`src/hdl/sar_seq_map.svh`:
```
// Constants for the converter channel sequencer: widths and timing counts
`ifndef SAR_SEQ_MAP_SVH
`define SAR_SEQ_MAP_SVH

// Result width and channel count
`define SAR_DATA_W 12
`define SAR_CHANNELS 8
`define SAR_CHAN_W 3
// Per-channel sample time field width, in converter clocks
`define SAR_STIME_W 8
// Core clock rate and the highest converter clock rate, in Hz
`define SAR_FCORE_HZ 50000000
`define SAR_FCONV_MAX_HZ 18000000
// Core cycles per converter clock, rounded up so the limit holds
`define SAR_CONV_DIV \
   ((`SAR_FCORE_HZ + `SAR_FCONV_MAX_HZ - 1) / `SAR_FCONV_MAX_HZ)
`define SAR_DIV_W 2
// Converter clocks spent on each conversion
`define SAR_CONV_CLKS 18
`define SAR_CNT_W 9
// Reset values of the control state
`define SAR_RST_CHAN 3'h0
`define SAR_RST_FLAG 1'h0

`endif

```
`src/hdl/sar_seq_pkg.sv`:
```
// Types shared by the converter channel sequencer modules
package sar_seq_pkg;
`include "sar_seq_map.svh"

   // Phase of the converter timing engine
   typedef enum logic [2:0] {
      PH_IDLE    = 3'b001,
      PH_SAMPLE  = 3'b010,
      PH_CONVERT = 3'b100
   } phase_e;

   typedef logic [`SAR_DATA_W-1:0] sample_t;   // One conversion result
   typedef logic [`SAR_CHAN_W-1:0] chan_t;     // Channel index
   typedef logic [`SAR_STIME_W-1:0] stime_t;   // Sample time setting

endpackage

```
`src/hdl/conv_if.sv`:
```
// Link between the channel sequencer and the converter timing engine
interface conv_if;
   import sar_seq_pkg::*;

   logic   start;       // Begin a sample window, same cycle as done allowed
   stime_t len;         // Sample time of the channel being started
   logic   halt;        // Power-down: abandon work and stop the clock
   logic   done;        // Last core cycle of a conversion
   logic   sampling;    // Sample window in progress
   logic   converting;  // Conversion in progress
   logic   conv_clk;    // Converter clock

   modport ctrl  (output start, len, halt,
                  input  done, sampling, converting, conv_clk);
   modport timer (input  start, len, halt,
                  output done, sampling, converting, conv_clk);
endinterface

```
`src/hdl/sar_adc_channel_sequencer.sv`:
```
// Eight-input channel sequencer with result buffers and range check
//
// Behaviour
// Results are twelve bits wide
// Converter clock capped; conversion takes eighteen clocks
// Sample window length is software programmable
// Input chosen from eight pins by sequencer
// Scan steps enabled channels with no gap
// Hardware scan or firmware-selected channel
// Separate result buffer for each channel
// Each channel uses its own sample time
// Low and high limits raise out-of-range flag
// Range check acts on each result immediately
// Converter halts entirely during deep sleep
// Strictly outside limits; flag stays until cleared
// Buffer holds latest result of its channel

// Widths are needed by the port list, so the constants come first
`include "sar_seq_map.svh"

module sar_adc_channel_sequencer
   import sar_seq_pkg::*;
(
   input  wire logic                      core_clk,
   input  wire logic                      rst_n,
   input  wire logic                      deep_sleep,
   input  wire logic                      scan_mode,
   input  wire logic                      scan_run,
   input  wire logic [7:0]                chan_enable,
   input  wire logic                      fw_start,
   input  wire chan_t                     fw_chan,
   input  wire logic [7:0][`SAR_STIME_W-1:0] sample_time,
   input  wire sample_t                   range_low,
   input  wire sample_t                   range_high,
   input  wire logic                      irq_clr,
   input  wire logic [7:0]                ready_clr,
   input  wire sample_t                   sar_data_in,
   output logic                           conv_clk,
   output chan_t                          mux_sel,
   output logic                           sample_hold,
   output logic                           convert,
   output logic                           busy,
   output logic [7:0][`SAR_DATA_W-1:0]    result,
   output logic [7:0]                     result_ready,
   output logic                           range_irq,
   output logic                           scan_done
);

   ////////////////////////////////////////////////////////////////////////
   // State
   typedef struct packed {
      sample_t                    sy1;    // Pin sampler, first stage
      sample_t                    sy2;    // Pin sampler, second stage
      sample_t                    sy3;    // Pin sampler, third stage
      sample_t                    filt;   // Settled converter output
      chan_t                      chan;   // Channel on the multiplexer
      logic [7:0][`SAR_DATA_W-1:0] res;   // Per-channel result buffers
      logic [7:0]                 ready;  // New result per channel
      logic                       irq;    // Out-of-range flag
      logic                       sdone;  // Scan pass finished pulse
   } seq_s;

   seq_s  s;       // Registered state
   seq_s  next_s;  // Next state
   logic  free;    // Engine can take a start this cycle
   logic  oor;     // Result now finishing is out of range
   chan_t nxt;     // Next enabled channel in scan order

   conv_if cif ();

   ////////////////////////////////////////////////////////////////////////
   // Timing engine
   sar_conv_timer u_timer (
      .core_clk (core_clk),
      .rst_n    (rst_n),
      .cif      (cif.timer)
   );

   ////////////////////////////////////////////////////////////////////////
   // First enabled channel at or after base, wrapping round
   function automatic chan_t pick(chan_t base, logic [7:0] en);
      chan_t c;
      pick = base;
      for (int k = 7; k >= 0; k--) begin
         c = base + chan_t'(k);
         if (en[c]) begin
            pick = c;
         end
      end
   endfunction

   ////////////////////////////////////////////////////////////////////////
   // Next state: sampling of pins, channel choice, results and flags
   always_comb begin
      next_s = s;
      // Three-stage pin sampler; a bit changes once stages two and
      // three agree, so a bit caught mid-transition is not taken
      next_s.sy1  = sar_data_in;
      next_s.sy2  = s.sy1;
      next_s.sy3  = s.sy2;
      next_s.filt = (s.sy2 & s.sy3) | (s.filt & (s.sy2 ^ s.sy3));
      next_s.sdone = 1'b0;
      free = (!cif.sampling && !cif.converting) || cif.done;
      nxt  = pick(cif.done ? chan_t'(s.chan + 1'b1) : '0, chan_enable);
      // Strict comparison against both limits, per result
      oor  = cif.done &&
             ((s.filt < range_low) || (s.filt > range_high));
      cif.start = 1'b0;
      // Clears first, so a set in the same cycle wins
      next_s.ready = s.ready & ~ready_clr;
      next_s.irq   = (s.irq & ~irq_clr) | oor;
      // Store full-width result in the channel's own buffer
      if (cif.done) begin
         next_s.res[s.chan]   = s.filt;
         next_s.ready[s.chan] = 1'b1;
      end
      if (scan_mode) begin
         // Hardware scan: chain straight into the next channel
         if (scan_run && (|chan_enable) && free && !deep_sleep) begin
            cif.start   = 1'b1;
            next_s.chan = nxt;
            // Wrapping back marks the end of one pass
            if (cif.done && nxt <= s.chan) begin
               next_s.sdone = 1'b1;
            end
         end
      end else if (fw_start && free && !deep_sleep) begin
         // Firmware picks each channel itself
         cif.start   = 1'b1;
         next_s.chan = fw_chan;
      end
      // Window length follows the channel being started
      cif.len  = sample_time[next_s.chan];
      cif.halt = deep_sleep;
   end

   ////////////////////////////////////////////////////////////////////////
   // State register
   always_ff @(posedge core_clk or negedge rst_n) begin
      if (!rst_n) begin
         s       <= '0;
         s.chan  <= `SAR_RST_CHAN;
         s.irq   <= `SAR_RST_FLAG;
         s.sdone <= `SAR_RST_FLAG;
      end else begin
         s <= next_s;
      end
   end

   ////////////////////////////////////////////////////////////////////////
   // Outputs
   assign conv_clk     = cif.conv_clk;
   assign mux_sel      = s.chan;
   assign sample_hold  = cif.sampling;
   assign convert      = cif.converting;
   assign busy         = cif.sampling | cif.converting;
   assign result       = s.res;
   assign result_ready = s.ready;
   assign range_irq    = s.irq;
   assign scan_done    = s.sdone;

   ////////////////////////////////////////////////////////////////////////
   // Checks
   a_zero_dead: assert property (
      @(posedge core_clk) disable iff (!rst_n)
      (cif.done && scan_mode && scan_run && (|chan_enable) &&
       !deep_sleep) |=> sample_hold && $changed(busy) == 1'b0)
      else $error("gap between scanned channels");

   a_mux_steady: assert property (
      @(posedge core_clk) disable iff (!rst_n)
      (busy && !cif.done) |=> $stable(mux_sel))
      else $error("channel changed mid-conversion");

   a_result_store: assert property (
      @(posedge core_clk) disable iff (!rst_n)
      cif.done |=> result[$past(mux_sel)] == $past(s.filt) &&
                   result_ready[$past(mux_sel)])
      else $error("result not stored for its channel");

   a_range_flag: assert property (
      @(posedge core_clk) disable iff (!rst_n)
      (cif.done && (s.filt < range_low || s.filt > range_high))
      |=> range_irq)
      else $error("out-of-range result not flagged");

   a_flag_quiet: assert property (
      @(posedge core_clk) disable iff (!rst_n)
      (!range_irq && !oor) |=> !range_irq)
      else $error("flag set without out-of-range result");

   a_flag_hold: assert property (
      @(posedge core_clk) disable iff (!rst_n)
      (range_irq && !irq_clr) |=> range_irq)
      else $error("flag dropped without clear");

   a_fw_select: assert property (
      @(posedge core_clk) disable iff (!rst_n)
      (!scan_mode && fw_start && !busy && !deep_sleep)
      |=> sample_hold && mux_sel == $past(fw_chan))
      else $error("firmware channel not selected");

   a_fw_single: assert property (
      @(posedge core_clk) disable iff (!rst_n)
      (!scan_mode && cif.done && !fw_start) |=> !busy)
      else $error("firmware mode kept converting");

   a_sleep_idle: assert property (
      @(posedge core_clk) disable iff (!rst_n)
      deep_sleep |=> !busy && !conv_clk)
      else $error("converter active in deep sleep");

   a_idle_clock: assert property (
      @(posedge core_clk) disable iff (!rst_n)
      !busy |-> !conv_clk)
      else $error("converter clock runs while idle");

   a_ready_hold: assert property (
      @(posedge core_clk) disable iff (!rst_n)
      (|(result_ready & ~ready_clr)) |=>
      ((result_ready & $past(result_ready) & ~$past(ready_clr)) ==
       ($past(result_ready) & ~$past(ready_clr))))
      else $error("result flag dropped without clear");

   c_scan_pass:  cover property (@(posedge core_clk) scan_done);
   c_range_hit:  cover property (@(posedge core_clk) $rose(range_irq));
   c_fw_conv:    cover property (@(posedge core_clk)
                                 !scan_mode && cif.done);
   c_back2back:  cover property (@(posedge core_clk)
                                 cif.done ##1 sample_hold);

endmodule

```
`src/hdl/sar_conv_timer.sv`:
```
// Converter timing engine: clock divider, sample window, conversion
module sar_conv_timer
   import sar_seq_pkg::*;
(
   input wire logic core_clk,
   input wire logic rst_n,
   conv_if.timer    cif
);
`include "sar_seq_map.svh"

   ////////////////////////////////////////////////////////////////////////
   // State
   typedef struct packed {
      phase_e                 ph;   // Current phase
      logic [`SAR_DIV_W-1:0]  div;  // Core cycle within a converter clock
      logic [`SAR_CNT_W-1:0]  cnt;  // Converter clocks left in phase
      logic                   clk;  // Converter clock level
   } tim_s;

   localparam logic [`SAR_DIV_W-1:0] DIV_LAST =
      `SAR_DIV_W'(`SAR_CONV_DIV - 1);
   localparam logic [`SAR_CNT_W-1:0] CONV_LAST =
      `SAR_CNT_W'(`SAR_CONV_CLKS - 1);

   tim_s s;       // Registered state
   tim_s next_s;  // Next state
   logic tick;    // Last core cycle of a converter clock

   ////////////////////////////////////////////////////////////////////////
   // End of a converter clock, and the last core cycle of a conversion;
   // kept apart from the next-state logic so done never waits on start
   assign tick     = (s.div == DIV_LAST);
   assign cif.done = (s.ph == PH_CONVERT) && tick && (s.cnt == '0);

   // Next state: phases last whole converter clocks, divider restarts
   always_comb begin
      next_s   = s;
      // Divider runs only while busy, and realigns at each phase change
      next_s.div = (s.ph == PH_IDLE || tick) ? '0 : s.div + 1'b1;
      case (s.ph)
         PH_IDLE: begin
            // Window length is the channel's own setting plus one
            if (cif.start) begin
               next_s.ph  = PH_SAMPLE;
               next_s.cnt = `SAR_CNT_W'(cif.len);
            end
         end
         PH_SAMPLE: begin
            if (tick) begin
               if (s.cnt == '0) begin
                  next_s.ph  = PH_CONVERT;
                  next_s.cnt = CONV_LAST;  // Fixed conversion length
               end else begin
                  next_s.cnt = s.cnt - 1'b1;
               end
            end
         end
         PH_CONVERT: begin
            if (tick) begin
               if (s.cnt != '0) begin
                  next_s.cnt = s.cnt - 1'b1;
               end else if (cif.start) begin
                  // Next window opens with no gap
                  next_s.ph  = PH_SAMPLE;
                  next_s.cnt = `SAR_CNT_W'(cif.len);
               end else begin
                  next_s.ph = PH_IDLE;
               end
            end
         end
         default: begin
            next_s.ph = PH_IDLE;
         end
      endcase
      // Power-down stops everything, including the clock
      if (cif.halt) begin
         next_s.ph  = PH_IDLE;
         next_s.div = '0;
      end
      next_s.clk = (next_s.ph != PH_IDLE) && (next_s.div == '0);
   end

   ////////////////////////////////////////////////////////////////////////
   // State register
   always_ff @(posedge core_clk or negedge rst_n) begin
      if (!rst_n) begin
         s    <= '0;
         s.ph <= PH_IDLE;
      end else begin
         s <= next_s;
      end
   end

   assign cif.sampling   = (s.ph == PH_SAMPLE);
   assign cif.converting = (s.ph == PH_CONVERT);
   assign cif.conv_clk   = s.clk;

   ////////////////////////////////////////////////////////////////////////
   // Checks
   localparam int CONV_CYC = `SAR_CONV_CLKS * `SAR_CONV_DIV;
   logic [11:0] samp_cyc;  // Cycles spent in the current window
   stime_t      samp_len;  // Setting the window was started with

   always_ff @(posedge core_clk or negedge rst_n) begin
      if (!rst_n) begin
         samp_cyc <= '0;
         samp_len <= '0;
      end else begin
         samp_cyc <= (s.ph == PH_SAMPLE) ? samp_cyc + 1'b1 : '0;
         if (next_s.ph == PH_SAMPLE && s.ph != PH_SAMPLE) begin
            samp_len <= cif.len;
         end
      end
   end

   a_conv_length: assert property (
      @(posedge core_clk) disable iff (!rst_n)
      cif.done |-> $past(cif.converting, CONV_CYC - 1) &&
                   !$past(cif.converting, CONV_CYC))
      else $error("conversion length wrong");

   a_sample_window: assert property (
      @(posedge core_clk) disable iff (!rst_n)
      (s.ph == PH_SAMPLE && next_s.ph == PH_CONVERT) |->
      int'(samp_cyc) == (int'(samp_len) + 1) * `SAR_CONV_DIV - 1)
      else $error("sample window length wrong");

   a_conv_clk_rate: assert property (
      @(posedge core_clk) disable iff (!rst_n)
      $rose(cif.conv_clk) |=> !cif.conv_clk [*2])
      else $error("converter clock too fast");

   a_sleep_halt: assert property (
      @(posedge core_clk) disable iff (!rst_n)
      cif.halt |=> (s.ph == PH_IDLE) && !cif.conv_clk)
      else $error("engine runs during power-down");

endmodule

```
`config.mk`:
```
export PLATFORM = sky130hd
export DESIGN_NAME = sar_adc_channel_sequencer
export DESIGN_NICKNAME = d
export VERILOG_FILES = /design/src/hdl/sar_seq_pkg.sv /design/src/hdl/conv_if.sv /design/src/hdl/sar_adc_channel_sequencer.sv /design/src/hdl/sar_conv_timer.sv
export VERILOG_INCLUDE_DIRS = /design/src /design/src/hdl
export SDC_FILE = /design/constraint.sdc
export NUM_CORES = 1
export LEC_CHECK = 0
export ABC_AREA = 1
export BUFFER_PORTS_ARGS = -buffer_cell sky130_fd_sc_hd__buf_4
export CORE_UTILIZATION = 40
export CTS_CLUSTER_DIAMETER = 100
export DETAILED_ROUTE_END_ITERATION = 6
export GPL_TIMING_DRIVEN = 0
export PLACE_DENSITY_LB_ADDON = 0.05
export SYNTH_ARGS = -nofsm -noshare
export SYNTH_HDL_FRONTEND = slang
export SYNTH_HIERARCHICAL = 1
export SYNTH_SLANG_ARGS = --single-unit
```
`constraint.sdc`:
```
create_clock -name core_clk -period 4.65 [get_ports core_clk]
set_input_delay 0.6975 -clock core_clk [delete_from_list [all_inputs] [get_ports core_clk]]
set_output_delay 0.6975 -clock core_clk [all_outputs]
set_load 0.01 [all_outputs]
```
# Word level (Yosys, flattened, before mapping)
# Cells that the tools add are included.
[word_totals] latchBits=0 word_cells=143 ff_bits=172 ramBits=0 n_memories=0 mem_bits_ro=0
[op_classes] shifts=0 reduce_logical=24 order_cmp=14 muxes=57 addsub=10 div_mod_pow=0 bitwise=11 n_mul=0 eq_ne=7
[op_table] cell="96-bit bitwise mux" n=1
[op_table] cell="3-bit 2-to-1 mux" n=17
[op_table] cell="9-bit 2-to-1 mux" n=5
[op_table] cell="3-bit by 4-bit < comparator with 1-bit output, second input constant" n=10
[op_table] cell="12-bit demux with 3-bit select" n=1
[op_table] cell="9-bit one-hot mux with 3 select lines" n=1
[op_table] cell="12-bit AND" n=2
[op_table] cell="1-bit binary-select mux with 3-bit select" n=8
[op_table] cell="8-bit binary-select mux with 3-bit select" n=1
[op_table] cell="8-bit 2-to-1 mux" n=2
[op_table] cell="1-bit 2-to-1 mux" n=15
[op_table] cell="3-bit adder, second input constant" n=4
[op_table] cell="12-bit > comparator" n=1
[op_table] cell="1-bit logical AND" n=12
[op_table] cell="12-bit < comparator" n=1
[op_table] cell="12-bit 2-to-1 mux" n=1
[op_table] cell="12-bit bitwise OR" n=1
[op_table] cell="12-bit bitwise XOR" n=1
[op_table] cell="9-bit logical NOT" n=1
[op_table] cell="3-bit one-hot mux with 3 select lines" n=1
[op_table] cell="9-bit nonzero test" n=1
[op_table] cell="9-bit by 1-bit subtractor with 9-bit output, second input constant" n=1
[op_table] cell="8-bit AND" n=1
[op_table] cell="8-bit NOT" n=1
[op_table] cell="other kinds (24)" n=33

# Logic depth before layout (Yosys ltp)
[depth] word_depth=23 depth_mapped=41

# Cells and area by module
# The synthesis kept the hierarchy.
[by_module_without_submodules] module="sar_adc_channel_sequencer" area_each_um2=8471.9 cells_per_inst=998 n_inst=1
[by_module_without_submodules] module="sar_conv_timer" area_each_um2=1183.6 cells_per_inst=178 n_inst=1

# Worst setup path after synthesis
# Ideal clock, no wire load.
[synth_timing] path_kind="register to register" startpoint="register u_timer/s[1] (netlist bit)" endpoint="register u_timer/s[1] (netlist bit)" arrival_time_ns=3.830 path_buffers=2 slack_ns=0.703 stages_incl_launch_ff=35 required_ns=4.533 setup_time_ns=0.117 synth_period_minus_slack_ns=3.947 path_cell_list="dfrtp_1 > inv_1 > ha_1 > nand2_2 > nor2_4 > nand4_2 > inv_1 > nand2_1 > clkinv_1 > buf_4 > ha_1 > inv_1 > nand3_1 > nand2_1 > nand2_1 > nand2_1 > inv_1 > o21ai_0 > inv_1 > nand2_1 > nand2_1 > nand2_1 > nand2_2 > nand2_2 > nand2_1 > o21ai_2 > buf_4 > nand3_1 > nand3_1 > nand2_1 > nand2_1 > o21ai_0 > or2_2 > nand3_1 > nand2_1"
[synth_via] elab_chain_cells=22
[synth_lines] item="start: declaration" line="sar_conv_timer.sv:25" source="tim_s s;"
[synth_lines] item="start signal: assignment" line="sar_conv_timer.sv:90" source="s <= next_s;"
[synth_lines] item="9-bit logical NOT (*)" line="sar_conv_timer.sv:33" source="assign cif.done = (s.ph == PH_CONVERT) && tick && (s.cnt == '0);"
[synth_lines] item="1-bit logical AND (*)" line="sar_conv_timer.sv:33"
[synth_lines] item="via cif.done" line="conv_if.sv:8" source="logic done;"
[synth_lines] item="3-bit 2-to-1 mux" line="sar_adc_channel_sequencer.sv:104" source="nxt = pick(cif.done ? chan_t'(s.chan + 1'b1) : '0, chan_enable);"
[synth_lines] item="3-bit adder" line="sar_adc_channel_sequencer.sv:85" source="c = base + chan_t'(k);"
[synth_lines] item="1-bit binary-select mux with 3-bit select" line="sar_adc_channel_sequencer.sv:86" source="if (en[c]) begin"
[synth_lines] item="1-bit 2-to-1 mux (implied by the code)" line="sar_adc_channel_sequencer.sv:86"
[synth_lines] item="3-bit 2-to-1 mux (8 in a row)" line="sar_adc_channel_sequencer.sv:86"
[synth_lines] item="3-bit 2-to-1 mux" line="sar_adc_channel_sequencer.sv:119" source="if (scan_run && (|chan_enable) && free && !deep_sleep) begin"
[synth_lines] item="3-bit 2-to-1 mux (*)" line="sar_adc_channel_sequencer.sv:117" source="if (scan_mode) begin"
[synth_lines] item="8-bit binary-select mux with 3-bit select (*)" line="sar_adc_channel_sequencer.sv:133" source="cif.len = sample_time[next_s.chan];"
[synth_lines] item="8-bit 2-to-1 mux (implied by the code) (*)" line="sar_adc_channel_sequencer.sv:133"
[synth_lines] item="via cif.len[0]" line="conv_if.sv:6" source="stime_t len;"
[synth_lines] item="9-bit 2-to-1 mux (*)" line="sar_conv_timer.sv:43, sar_conv_timer.sv:62"
[synth_lines] item="9-bit 2-to-1 mux" line="sar_conv_timer.sv:60" source="if (s.cnt != '0) begin"
[synth_lines] item="9-bit 2-to-1 mux" line="sar_conv_timer.sv:59" source="if (tick) begin"
[synth_lines] item="9-bit one-hot mux with 3 select lines (*)" line="sar_conv_timer.sv:40" source="case (s.ph)"
# Mark *: on every way through the listed nets, which the timed path passes. The rest lies on a longest branch. The select of a mux whose other input is x is not followed.
# A chain may end at the register's enable or synchronous reset.

# Worst setup path after layout
# Same ends and word-level chain as after synthesis.

==> metrics.md <==
| Metric | Value |
|---|---|
| Status | complete, no violations |
| GRT Residual Overflow | 0 |
| CP max stage delay | 0.41 ns |
| Die H | 157 um |
| Sw frac | 31.5% |
| Sum Neg Setup Slack | 0 ns |
| Clock Skews | 0.00888 ns |
| Reg2reg setup slack | 0.28 ns |
| Nets | 1614 |
| Worst path arrival time | 4.69 ns |
| Yosys top cell by area | dfrtp_1 |
| Worst-skew pair later-pin latency | 0.42 ns |
| Syn_nets | 1345 |
| DRC Markers | 0 |
| Rows | 56 |
| Synth cell types | 40 |
| Fill count | 2340 |
| CTS Buf Count | 17 |
| Final setup fails | 0 |
| CTS tree | built |
| # diodes | 0 |
| Vias in the first global route | 7896 |
| P per Cell Area | 303 nW/um2 |
| FF+latch area | 4310 um2 |
| Total power | 3820 uW |
| Core Area | 23500 um2 |
| Initial Util | 41.0% |
| DR vias | 8502 |
| Mapped Area | 9660 um2 |
| Worst vdd ir | 0.245 mV |
| Drt initial violations | 539 |
| First-pass GRT wire length | 42800 um |
| NetSw | 1200 uW |
| Register area share after synthesis | 44.6% |
| # H-tree levels | 4 |
| Layout cells sized above 1 | 32.4% |
| Gr usage total | 22.7% |
| Clock sinks | 172 |
| Syn avg cell area | 8.21 um2 |
| Root buffer cell | clkbuf_16 |
| Die width | 157 um |
| Share of the synthesized area in the top cell type | 44.3% |
| Internal power | 2610 uW |
| Synth warn | 6 |
| Hold_buf cts | 0 |
| Clock power share | 35.7% |
| Final Util | 53.5% |
| Cells after DPL | 1734 |
| Die area | 24800 um2 |
| Crit path required time | 4.97 ns |
| Area of the multi-input gates | 3960 um2 |
| # IOs | 239 |
| Drt via density | 4.78 |
| Endpoint class of the critical path | flop |
| #FFs+latches synth | 172 |
| Final hold viol count | 0 |
| Routed WL per cell | 15.6 um |
| Layout Cells excl Fill | 1777 |
| Aggregate routed wire length | 27700 um |
| Startpoint Class | flop |
| Crit Path Max Fanout | 10 |
| CP dominant cell by count | nand2_1 |
| Area Overhead vs Synth | 30.5% |
| Max_cap viols | 0 |
| Post-route ant nets | 0 |
| Largest net degree at the start of global routing | 95 |
| Slowest-stage cell, CP | dfrtp_1 |
| Initial antenna violation count | 0 |
| Leak | 0.00679 uW |
| Placer congestion estimate | 0.920 |
| CTS Buffer Depth | 2 |
| Synthesized instance count | 1176 |
| Ranking of synthesized cells by area | dfrtp_1 (44%), nand2_1 (11%), buf_4 (8.7%) |
| Hold Path Class | in2async |
| Final worst path period need | 4.37 ns |
| CP Class | reg2reg |
| Max_slew headroom | 41.6% |
| Seq pwr share | 43.1% |
| FMAX | 0.229 GHz |
| Worst slew pin tran | 0.868 ns |
| CTS clk-pin slew, worst paths | 0.07 ns |
| Combinational Power Share | 21.2% |
| Dpl hpwl | 20700 um |
| Pre-antenna DRT Iters | 4 |
| Period utilisation layout | 93.9% |
| Final Max Slew Viols | 0 |
| Number of buffers added on ports | 238 |
cell usage after synthesis:
cell type and n:
or2_2 2, a21o_1 13, nor2_2 3, and2_1 2, clkbuf_1 18, o21ai_1 2, nor2_4 2, or2_0 1
nand4_2 1, o21bai_1 2, nor2_1 53, o221ai_1 1, nor4_1 1, nand3_2 6, o211ai_1 1, inv_1 100
clkinv_1 2, nand3_1 138, dfstp_2 1, nand2_2 15, xor2_1 1, nor3_1 2, buf_8 1, buf_2 4
nand2_1 278, a21oi_4 1, o21ai_2 2, buf_6 9, buf_4 112, a21oi_1 40, nand2_4 6, nand3_4 1
a21oi_2 3, o22ai_1 1, o21ai_0 113, dfrtp_1 171, ha_1 43, inv_2 9, a211oi_1 3, nand4_1 12
layout make-up:
| cell class | count | area share (%) |
|---|---|---|
| Multi-Input combinational cell | 749 | 31.4 |
| Sequential cell | 172 | 34.2 |
| Clock inverter | 14 | 0.993 |
| Clock buffer | 18 | 3.48 |
| Timing Repair Buffer | 250 | 15.1 |
| Inverter | 111 | 3.33 |
| Buffer | 144 | 8.35 |
| Tap cell | 319 | 3.17 |
logic make-up (layout without fill, tap and decap cells):
logic type / after synthesis / count (layout) / synth area share [%]
simple gates: 523 / 523 / 24.3
buf+inv: 255 / 537 / 15.1
compound gates: 182 / 182 / 10.3
flops: 172 / 172 / 44.6
fa+ha+maj: 43 / 43 / 5.57
xor+xnor: 1 / 1 / 0.0907
worst max-delay path: cells and delay by family, from the launching register on:
kind | cells | cell delay [ns]
fa+ha+maj | 2 | 0.40
simple gates | 30 | 2.59
compound gates | 1 | 0.13
flops | 1 | 0.41
buf+inv | 6 | 0.70
flip-flops by register name, summed over array words and instances (netlist names):
name                  cells
mux_sel                   3
next_s                   24
range_irq                 1
result                   96
result_ready              8
s                        24
scan_done                 1
u_timer/cif.conv_clk      1
u_timer/s                14
layer usage:
layer / part of all wire [%] / wire (um) / vias to the layer above / track usage (%)
li1: - / - / 4269 / -
met1: 48 / 13300 / 4026 / 33.1
met2: 46 / 12900 / 189 / 35.0
met3: 4.3 / 1180 / 18 / 3.52
met4: 1.5 / 406 / 0 / 5.92
met5: 0 / 0 / - / 0
power by group through the flow:
| stage | Sequential, uW | Clock, uW | Combinational [uW] |
|---|---|---|---|
| floorplan | 1650 | 0 | 497 |
| global placement | 1670 | 0 | 759 |
| detailed placement | 1670 | 0 | 774 |
| CTS | 1640 | 1390 | 780 |
| global route | 1660 | 1450 | 919 |
| finish | 1650 | 1360 | 810 |
through the flow:
step / area, um2 / hold WS, ns / setup WS (ns)
final: 12600 / 0.245 / 0.281
after global routing: 12600 / 0.275 / -0.0660
after CTS: 12500 / 0.268 / 0.0153
after detailed placement: 11900 / 0.335 / -0.343
after global placement: 11800 / 0.331 / -0.370
after floorplan: 9660 / 0.331 / 0.703
worst paths after layout:
kind	start	end	cells past startpoint
min in group core_clk	next_s[134]	next_s[122]	0
setup / recovery	u_timer/s[1]	u_timer/s[1]	39
hold / removal	rst_n	result_ready[5]	1
hold reg to reg	next_s[134]	next_s[122]	0
setup reg to reg	u_timer/s[1]	u_timer/s[1]	39
max in group asynchronous	rst_n	u_timer/s[5]	2
layout by cell type (no fill, tap or decap), types with 5 or more instances in the layout:
cell type and instances:
nand3_1 137, nand3_2 7, buf_6 11, inv_1 94, nor2_1 53, clkbuf_1 18
inv_2 14, a21o_1 13, o21ai_0 112, nand2_4 6, ha_1 40, nand2_2 16
a21oi_1 40, clkinv_4 5, nand4_1 12, nand2_1 277, clkbuf_16 17, dfrtp_1 170
buf_4 358
timing repair:
action                     CTS  global route
pin swaps                    1             2
gates resized for setup      5            16
setup buffers                3             8
setup endpoints to repair    8             8
No activity file was read; power rests on OpenSTA's default activity.
